`src/design/udc_pkg.sv`:
```
// udc_pkg: shared constants and carrier types of the dual-clock up/down counter
package udc_pkg;

  localparam int unsigned UDC_WIDTH     = 4;
  localparam logic [3:0]  UDC_ZERO      = 4'h0;
  localparam logic [3:0]  UDC_BIN_MAX   = 4'hF;
  localparam logic [3:0]  UDC_DEC_MAX   = 4'h9;
  localparam int unsigned UDC_SYNC_DEPTH = 2;
  localparam logic [1:0]  UDC_SYNC_RST  = 2'h3;
  localparam logic        UDC_PIN_IDLE  = 1'b1;

  // count variant chosen at build time
  typedef enum logic {
    UDC_MODE_DECADE,
    UDC_MODE_BINARY
  } udc_mode_t;

  // raw pin inputs from the driving logic
  typedef struct packed {
    logic       count_up;
    logic       count_down;
    logic       load_n;
    logic       clear_in;
    logic [3:0] data;
  } udc_pins_t;

  // counter outputs
  typedef struct packed {
    logic [3:0] q;
    logic       carry_out_n;
    logic       borrow_out_n;
  } udc_outs_t;

endpackage : udc_pkg

```
`src/design/udc_sync.sv`:
```
// udc_sync: two-flip-flop synchroniser for one pin level
`timescale 1ns/1ps
module udc_sync #(
  parameter logic RST_VAL = 1'b0
) (
  // clock and reset
  input  wire logic sys_clk_i,
  input  wire logic reset_i,
  // level
  input  wire logic async_i,
  output logic      sync_o
);

  typedef struct packed {
    logic meta;
    logic sync;
  } udc_sync_st_t;

  udc_sync_st_t st_r;
  udc_sync_st_t st_nxt;

  always_comb begin
    st_nxt      = st_r;
    st_nxt.meta = async_i;
    st_nxt.sync = st_r.meta;
  end

  always_ff @(posedge sys_clk_i or posedge reset_i) begin
    if (reset_i) begin
      st_r <= {RST_VAL, RST_VAL};
    end else begin
      st_r <= st_nxt;
    end
  end

  assign sync_o = st_r.sync;

endmodule // udc_sync

```
`src/design/udc_counter.sv`:
```
// udc_counter: dual-clock synchronous up/down counter, decade or binary
//
// Contract
// state changes only on a count input rising edge
// up edge increments, down edge decrements, other high
// driver holds the idle count input high
// build-time decade or binary variant
// decade wraps nine-zero with carry/borrow
// binary wraps fifteen-zero with carry/borrow
// load low makes outputs follow data
// clear high zeroes outputs, overrides everything (borrow still goes low under clear while count-down is low)
// carry pulse width equals causing up pulse
// borrow pulse width equals causing down pulse
// carry/borrow drive next stage count inputs
// all state bits update on one edge
// carry low when up low at max; borrow likewise
// state after reset undefined until clear/load (reset here loads a zero count)
`timescale 1ns/1ps
module udc_counter
  import udc_pkg::*;
#(
  parameter udc_mode_t MODE = UDC_MODE_BINARY
) (
  // clock and reset
  input  wire logic        sys_clk_i,
  input  wire logic        reset_i,
  // pins from the driving logic
  input  wire udc_pkg::udc_pins_t pins_i,
  // counter outputs
  output logic [3:0]       q_o,
  output logic             carry_out_n_o,
  output logic             borrow_out_n_o
);

  import udc_pkg::*;

  ////////////////////////////////////////////////////////////////////////////
  // pin synchronisers

  logic            up_s;
  logic            down_s;
  logic            load_n_s;
  logic            clear_s;
  logic [3:0]      data_s;

  udc_sync #(.RST_VAL(UDC_PIN_IDLE)) u_sync_up (
    .sys_clk_i (sys_clk_i),
    .reset_i   (reset_i),
    .async_i   (pins_i.count_up),
    .sync_o    (up_s)
  );

  udc_sync #(.RST_VAL(UDC_PIN_IDLE)) u_sync_down (
    .sys_clk_i (sys_clk_i),
    .reset_i   (reset_i),
    .async_i   (pins_i.count_down),
    .sync_o    (down_s)
  );

  udc_sync #(.RST_VAL(UDC_PIN_IDLE)) u_sync_load (
    .sys_clk_i (sys_clk_i),
    .reset_i   (reset_i),
    .async_i   (pins_i.load_n),
    .sync_o    (load_n_s)
  );

  udc_sync #(.RST_VAL(1'b0)) u_sync_clear (
    .sys_clk_i (sys_clk_i),
    .reset_i   (reset_i),
    .async_i   (pins_i.clear_in),
    .sync_o    (clear_s)
  );

  // data bits sync one by one, so a word changed while load is low may
  // show a mixed value for one clock before the count settles on it
  genvar gi;
  generate
    for (gi = 0; gi < UDC_WIDTH; gi++) begin : g_data_sync
      udc_sync #(.RST_VAL(1'b0)) u_sync_data (
        .sys_clk_i (sys_clk_i),
        .reset_i   (reset_i),
        .async_i   (pins_i.data[gi]),
        .sync_o    (data_s[gi])
      );
    end
  endgenerate

  ////////////////////////////////////////////////////////////////////////////
  // state

  localparam logic [3:0] MAX_VAL = (MODE == UDC_MODE_DECADE) ? UDC_DEC_MAX : UDC_BIN_MAX;

  typedef struct packed {
    logic      up_d;
    logic      down_d;
    logic [3:0] cnt;
    udc_outs_t outs;
  } udc_st_t;

  udc_st_t st_r;
  udc_st_t st_nxt;

  logic up_rise;
  logic down_rise;

  assign up_rise   = up_s & ~st_r.up_d;
  assign down_rise = down_s & ~st_r.down_d;

  always_comb begin
    st_nxt        = st_r;
    st_nxt.up_d   = up_s;
    st_nxt.down_d = down_s;
    if (clear_s) begin
      st_nxt.cnt = UDC_ZERO;
    end else if (!load_n_s) begin
      st_nxt.cnt = data_s;
    end else if (up_rise && down_s) begin
      // out-of-range values past max wrap to zero like the decade steering logic
      if (st_r.cnt >= MAX_VAL) begin
        st_nxt.cnt = UDC_ZERO;
      end else begin
        st_nxt.cnt = st_r.cnt + 4'h1;
      end
    end else if (down_rise && up_s) begin
      if (st_r.cnt == UDC_ZERO) begin
        st_nxt.cnt = MAX_VAL;
      end else if (st_r.cnt > MAX_VAL) begin
        st_nxt.cnt = st_r.cnt - 4'h1;
      end else begin
        st_nxt.cnt = st_r.cnt - 4'h1;
      end
    end
    // outputs follow the next state in the same edge, so all bits move together
    st_nxt.outs.q = st_nxt.cnt;
    // carry/borrow are combinational gates of the level in the real part; here
    // registered from the synced level so the pulse tracks the count input width
    st_nxt.outs.carry_out_n  = ~(~up_s && (st_nxt.cnt == MAX_VAL) && !clear_s);
    st_nxt.outs.borrow_out_n = ~(~down_s && (st_nxt.cnt == UDC_ZERO));
  end

  always_ff @(posedge sys_clk_i or posedge reset_i) begin
    if (reset_i) begin
      // reset gives a defined zero; a user must still clear or load first
      st_r.up_d              <= UDC_PIN_IDLE;
      st_r.down_d            <= UDC_PIN_IDLE;
      st_r.cnt               <= UDC_ZERO;
      st_r.outs.q            <= UDC_ZERO;
      st_r.outs.carry_out_n  <= UDC_PIN_IDLE;
      st_r.outs.borrow_out_n <= UDC_PIN_IDLE;
    end else begin
      st_r <= st_nxt;
    end
  end

  // both idle high, so a carry or borrow feeds the next stage directly
  assign q_o            = st_r.outs.q;
  assign carry_out_n_o  = st_r.outs.carry_out_n;
  assign borrow_out_n_o = st_r.outs.borrow_out_n;
endmodule // udc_counter

```
`config.mk`:
```
export PLATFORM = sky130hd
export DESIGN_NAME = udc_counter
export DESIGN_NICKNAME = d
export VERILOG_FILES = /design/src/design/udc_pkg.sv /design/src/design/udc_sync.sv /design/src/design/udc_counter.sv
export SDC_FILE = /design/constraint.sdc
export NUM_CORES = 1
export LEC_CHECK = 0
export ABC_AREA = 1
export BUFFER_PORTS_ARGS = -buffer_cell sky130_fd_sc_hd__buf_2
export CORE_MARGIN = 2
export CORE_UTILIZATION = 57
export CTS_CLUSTER_DIAMETER = 100
export DETAILED_ROUTE_END_ITERATION = 8
export PLACE_DENSITY = 0.83
export SETUP_SLACK_MARGIN = 0.5
export SLEW_MARGIN = 30
export SYNTH_ARGS = -nofsm -noshare
export SYNTH_HDL_FRONTEND = slang
export SYNTH_SLANG_ARGS = --single-unit
```
`constraint.sdc`:
```
create_clock -name sys_clk_i -period 3 [get_ports sys_clk_i]
set_input_delay 0.75 -clock sys_clk_i [delete_from_list [all_inputs] [get_ports sys_clk_i]]
set_output_delay 0.75 -clock sys_clk_i [all_outputs]
set_load 0.02 [all_outputs]
```
==> results of run 1 <==
## synth_stat cells, drive strengths merged (2+ instances only)
| cell | number | area, sq um |
|---|---|---|
| nor2 | 12 | 62.6 |
| dfrtp | 14 | 350 |
| a21oi | 2 | 13.8 |
| nand2 | 26 | 103 |
| inv | 16 | 60.1 |
| dfstp | 10 | 263 |
| ha | 2 | 25.0 |
| nand4 | 2 | 12.5 |
| buf | 4 | 30.0 |
| nand3 | 7 | 35.0 |
| o21ai | 3 | 15.0 |
## placed cells by master, fill, tap and decap left out
| cell type | n |
|---|---|
| nor2_2 | 1 |
| a21oi_1 | 1 |
| a21oi_2 | 1 |
| buf_2 | 15 |
| nor3_1 | 1 |
| dfrtp_1 | 14 |
| dfstp_2 | 10 |
| nand4_1 | 2 |
| nand3_1 | 7 |
| nor2_4 | 2 |
| nor2_1 | 9 |
| ha_1 | 2 |
| nand2_2 | 2 |
| o211ai_1 | 1 |
| clkbuf_8 | 1 |
| xor2_1 | 1 |
| o21ai_0 | 3 |
| clkbuf_4 | 3 |
| inv_1 | 16 |
| nand2_1 | 24 |
## final timing paths
path / slack, ps / from / endpoint
max: 1260 / q_o[2] / q_o[2]
min: 360 / g_data_sync[2].u_sync_data.st_nxt[0] / g_data_sync[2].u_sync_data.sync_o
max reg2reg: 1470 / q_o[0] / carry_out_n_o
min reg2reg: 360 / g_data_sync[2].u_sync_data.st_nxt[0] / g_data_sync[2].u_sync_data.sync_o
max in group asynchronous: 1900 / reset_i / q_o[3]
min in group asynchronous: 590 / reset_i / g_data_sync[1].u_sync_data.sync_o
## logic make-up (layout without fill, tap and decap cells)
family | count (synthesis) | count (layout) | synth area share, %
flip-flops | 24 | 24 | 61.9
adder cells (fa/ha/maj) | 2 | 2 | 2.52
AO/OA/AOI/OAI | 6 | 6 | 3.66
AND/OR/NAND/NOR | 48 | 48 | 22.0
buffers and inverters | 20 | 35 | 9.09
XOR/XNOR | 1 | 1 | 0.884
## routing by layer
metal	GRT usage (%)	share of wire, %	vias to the layer above
met5	0	0	-
met4	8.57	0.87	0
met3	1.19	3.6	2
met2	29.9	55	14
met1	18.1	40	292
li1	-	-	336
## stage by stage
| step | cell area [sq um] | hold slack (ps) |
|---|---|---|
| 2_1_floorplan | 991 | 331 |
| 3_3_place_gp | 1060 | 332 |
| 3_5_place_dp | 1060 | 336 |
| 4_1_cts | 1090 | 364 |
| 5_1_grt | 1090 | 372 |
| 6_report | 1090 | 361 |
## sequential cells by signal, summed over array words and instances (netlist names)
name / cells
u_sync_clear.sync_o: 1
u_sync_load.sync_o: 1
u_sync_load.st_nxt: 1
st_r: 2
u_sync_up.st_nxt: 1
u_sync_up.sync_o: 1
u_sync_down.sync_o: 1
borrow_out_n_o: 1
q_o: 4
u_sync_clear.st_nxt: 1
g_data_sync.u_sync_data.sync_o: 4
carry_out_n_o: 1
u_sync_down.st_nxt: 1
g_data_sync.u_sync_data.st_nxt: 4
## power by group through the flow
| stage | clock (mW) | sequential (mW) | combinational [mW] |
|---|---|---|---|
| after global routing | 0.179 | 0.364 | 0.0749 |
| after global placement | 0 | 0.366 | 0.0634 |
| after floorplan | 0 | 0.366 | 0.0520 |
| final | 0.157 | 0.362 | 0.0649 |
| after CTS | 0.163 | 0.362 | 0.0660 |
| after detailed placement | 0 | 0.368 | 0.0658 |
## area by class of cell
class	instances	area (sq um)	share of cell area (%)
repair buffers	15	75.1	6.86
clock buffers	4	36.3	3.32
well taps	17	21.3	1.95
multi-input cells	57	288	26.3
flip-flops and latches	24	613	56.1
inverters	16	60.1	5.49
==> impl_metrics.py, run 1 <==
metrics = {
    "power": {
        "powerDensity_nw_per_um2": 534,
        "power.internal_mw": 0.445,
        "pwr-share-clk_pct": 26.9,
        "finalPower_mw": 0.584,
        "p_switching_mw": 0.139,
        "comb_power_share_pct": 11.1,
        "seqPwrFrac_pct": 62.0,
        "vdd_ir_drop_max_v": 0.000385,
        "p_leak_nw": 0.564,
        "switching_share_pct": 23.8,
    },
    "sta": {
        "hold_viol": 0,
        "final-setup-viol-count": 0,
        "tns_ps": 0,
        "slew_headroom_pct": 45.2,
        "slew_viol_final": 0,
        "max_freq_mhz": 574,
        "worst_pin_slew_ps": 821,
        "timing.final.crit_share_pct": 58.1,
        "min_period_ps": 1740,
        "skew_ps": 1.54,
        "setup_slack_ps": 1260,
        "grt_setup_unrepaired": "false",
    },
    "floorplan": {
        "core_area_sq_um": 1670,
        "dieArea_sq_um": 2090,
        "die_h_microns": 45.7,
        "die_w_microns": 45.7,
        "num_rows": 15,
        "ioPinCount": 16,
        "floorplan.initialDensity_pct": 59.3,
    },
    "global_routing": {
        "antenna_found_initial": 0,
        "grt_pass1_vias": 633,
        "grt_pass1_wl_mm": 2.37,
        "grt_use_total_pct": 16.1,
        "grt_max_degree": 25,
        "grt.overflow.total": 0,
    },
    "layout": {
        "nFillCells": 141,
        "nNetsFinal": 129,
        "num_antenna_cells": 0,
        "syn_to_final_growth_pct": 10.4,
        "drive_above_1_share_pct": 30.2,
        "finalNonFillerCells": 133,
        "finish.utilization_pct": 65.5,
    },
    "clocking": {
        "holdBufCountCts": 0,
        "cts_buffers": 3,
        "cts.clk_slew.worst_paths_ps": 110,
        "h-tree-depth": 1,
        "cts_tree": "yes",
        "cts_resized": 0,
        "clockBufferDepth": 2,
        "cts_setup_buffers": 0,
        "root_buffer": "clkbuf_4",
        "cts.sinks": 24,
        "clk_latency_ps": 290,
    },
    "run_status": {
        "status": "finished clean",
    },
    "worst_setup_path": {
        "cpLargestDelayFamily": "flip-flops",
        "critical_path.max_stage_delay_ps": 490,
        "cp.required_ps": 2250,
        "cp-start-kind": "register",
        "worst-setup-path-type": "reg -> out",
        "cp_slowest_cell": "dfrtp_1",
        "cp.depth": 1,
        "reg2reg_depth": 10,
        "end_kind": "output pin",
        "critPathBufInv": 1,
        "cp.arrival_ps": 990,
        "critPathMaxFanout": 7,
        "critical_path.cell_chain": "buf_2",
    },
    "route": {
        "drc": 0,
        "dr.pass1.iters": 3,
        "vias": 644,
        "drt-total-wl_mm": 1.38,
        "avgRoutedWirePerCell_microns": 10.4,
        "detail-route-antenna-nets": 0,
        "drt_iter0_markers": 6,
        "vias_per_cell": 4.84,
    },
    "placed_design": {
        "gp_congestion": 0.722,
        "dp_hpwl_mm": 1.06,
        "port_buffers": 15,
        "dp_cells": 129,
        "dp_slack_ps": 1470,
    },
    "logic_synthesis": {
        "avgSynthCellArea_sq_um": 9.81,
        "ys_seq_area_share_pct": 61.9,
        "ys_seq_elements": 24,
        "syn_nets": 113,
        "synth_edf_count": 0,
        "syn-cell-area_sq_um": 991,
        "async_reset_ff_share_pct": 100,
        "syn-instance-count": 101,
        "synth.distinct_cells": 18,
        "synth_ff_type": "dfrtp_1",
        "yosys_warnings": 0,
    },
    "worst_hold_path": {
        "hold_class": "reg -> reg",
        "hold-path-cell-count": 0,
    },
    "flow_run": {
        "drv_cap": 0,
    },
}
Power figures use the tool's default switching activity.
==> inputs of run 2 (changes only) <==
--- a/config.mk
+++ b/config.mk
@@ -8,10 +8,10 @@
 export ABC_AREA = 1
 export BUFFER_PORTS_ARGS = -buffer_cell sky130_fd_sc_hd__buf_2
 export CORE_MARGIN = 2
-export CORE_UTILIZATION = 57
+export CORE_UTILIZATION = 53
 export CTS_CLUSTER_DIAMETER = 100
 export DETAILED_ROUTE_END_ITERATION = 8
-export PLACE_DENSITY = 0.83
+export PLACE_DENSITY = 0.79
 export SETUP_SLACK_MARGIN = 0.5
 export SLEW_MARGIN = 30
 export SYNTH_ARGS = -nofsm -noshare
==> constraint.sdc (replaced) <==
create_clock -name sys_clk_i -period 1.7 [get_ports sys_clk_i]
set_input_delay 0.425 -clock sys_clk_i [delete_from_list [all_inputs] [get_ports sys_clk_i]]
set_output_delay 0.425 -clock sys_clk_i [all_outputs]
set_load 0.02 [all_outputs]
==> impl_metrics.py, run 2 (synthesized netlist as in run 1, its figures left out) <==
metrics = {
    "route": {
        "drt-total-wl_mm": 2.02,
        "vias_per_cell": 4.95,
        "detail-route-antenna-nets": 0,
        "drt_iter0_markers": 16,
        "vias": 772,
        "drc": 0,
        "dr.pass1.iters": 4,
        "avgRoutedWirePerCell_microns": 12.9,
    },
    "placed_design": {
        "gp_congestion": 0.819,
        "placed_area_sq_um": 1070,
        "port_buffers": 15,
        "dp_hpwl_mm": 1.10,
    },
    "global_routing": {
        "grt_use_total_pct": 19.1,
        "grt_max_degree": 25,
        "grtUsageMet3_pct": 2.69,
        "grt.overflow.total": 0,
        "grt_pass1_wl_mm": 2.80,
        "busiest_layer": "met2",
        "grt_pass1_vias": 695,
        "antenna_found_initial": 0,
        "met2_usage_pct": 37.6,
        "globalRouteMet1Util_pct": 17.7,
    },
    "layout": {
        "nNetsFinal": 144,
        "layout_common_cells": "nand2_1, inv_1, buf_4",
        "final_common_cell": "nand2_1",
        "num_antenna_cells": 0,
        "syn_to_final_growth_pct": 34.6,
        "drive_above_1_share_pct": 48.1,
        "stdcell_area_sq_um": 1330,
    },
    "sta": {
        "skew_ps": 15.1,
        "max_freq_mhz": 663,
        "timing.final.crit_share_pct": 88.7,
        "hold_viol": 0,
        "final-setup-viol-count": 0,
        "worst_pin_slew_ps": 282,
        "grt_setup_unrepaired": "true",
        "slew_headroom_pct": 81.2,
        "min_period_ps": 1510,
        "slew_viol_final": 0,
        "tns_ps": 0,
    },
    "power": {
        "vdd_ir_drop_max_v": 0.000930,
        "powerDensity_nw_per_um2": 928,
        "p_leak_nw": 0.660,
    },
    "clocking": {
        "cts.clk_slew.worst_paths_ps": 130,
        "h-tree-depth": 1,
        "cts_tree": "yes",
        "clockBufferDepth": 2,
        "root_buffer": "clkbuf_4",
        "clk_latency_ps": 310,
        "cts.sinks": 24,
        "cts_buffers": 3,
    },
    "run_status": {
        "status": "finished clean",
    },
    "worst_hold_path": {
        "hold_class": "in -> async",
    },
    "worst_setup_path": {
        "cp.required_ps": 1960,
        "cp.arrival_ps": 1770,
        "critPathMostFrequentCell": "nand2_1",
        "critPathMaxFanout": 3,
        "cp-start-kind": "register",
        "worst-setup-path-type": "reg -> reg",
        "end_kind": "register",
        "critical_path.max_stage_delay_ps": 580,
        "cp_slowest_cell": "dfstp_2",
        "critical_path.cell_chain": "buf_4 -> nand3_2 -> nand2_1 -> nand3_1 -> nand2_1 -> nand2_2 -> nor2_4 -> nand2_1 -> nor2_1 -> nand2_1",
    },
    "floorplan": {
        "die_h_microns": 47.2,
        "dieArea_sq_um": 2230,
        "ioPinCount": 16,
        "num_rows": 15,
        "core_area_sq_um": 1750,
        "die_w_microns": 47.2,
        "floorplan.initialDensity_pct": 56.8,
    },
    "flow_run": {
        "drv_cap": 0,
    },
}
run 2: changes by cell type in the layout (fill, tap and decap cells not counted), sizes merged:
cell    delta
buf       +15
clkbuf     -1
bufinv     +1
run 2: area by class of cell:
type / instances / area, sq um
flip-flops and latches: 24 / 616
fillers: 113 / 412
multi-input cells: 57 / 342
repair buffers: 30 / 233
inverters: 16 / 60.1
well taps: 25 / 31.3
clock inverters: 1 / 30.0
clock buffers: 3 / 22.5
run 2: power breakdown:
group	total [mW]	switching, mW	internal [mW]	leakage (nW)
Clock	0.399	0.161	0.238	0.0279
Combinational	0.202	0.107	0.0946	0.361
Sequential	0.637	0.0243	0.612	0.271
run 2: timing repair:
item                       CTS  global route
setup endpoints to repair   12            12
buffers inserted            13             1
resized for setup           22             8
cloned                       0             0
pin swaps                    7             7
hold buffers                 0             0
run 2: metal layers:
| layer | share of wire (%) | vias to the layer above |
|---|---|---|
| met5 | 0 | - |
| met4 | 0.59 | 0 |
| met3 | 3.5 | 2 |
| met2 | 58 | 21 |
| met1 | 38 | 380 |
| li1 | - | 369 |
run 2: metrics by stage:
step | hold slack [ps] | total power [mW] | setup slack (ps) | util [%] | std cells
after floorplan | 331 | 0.737 | 357 | - | 101
after global placement | 332 | 0.763 | 170 | 61.6 | 138
after detailed placement | 337 | 0.767 | 135 | 61.6 | 138
after CTS | 120 | 1.22 | 239 | 74.1 | 155
after global routing | 145 | 1.29 | 101 | 76.4 | 156
final | 115 | 1.24 | 192 | 76.4 | 156
run 2: worst paths after layout:
path / start / to / slack, ps / cells past startpoint
min in group sys_clk_i: pins_i[3] / g_data_sync[3].u_sync_data.st_nxt[0] / 210 / 1
max in group asynchronous: reset_i / u_sync_load.st_nxt[0] / 1290 / 3
setup reg to reg: u_sync_up.sync_o / carry_out_n_o / 190 / 10
hold reg to reg: g_data_sync[3].u_sync_data.st_nxt[0] / g_data_sync[3].u_sync_data.sync_o / 360 / 0
setup / recovery: u_sync_up.sync_o / carry_out_n_o / 190 / 10
hold / removal: reset_i / u_sync_clear.st_nxt[0] / 120 / 3
run 2: critical path, delay by kind of cell (launching register included):
kind | cells | cell delay [ps]
buf+inv | 1 | 130
flops | 1 | 580
simple gates | 9 | 750
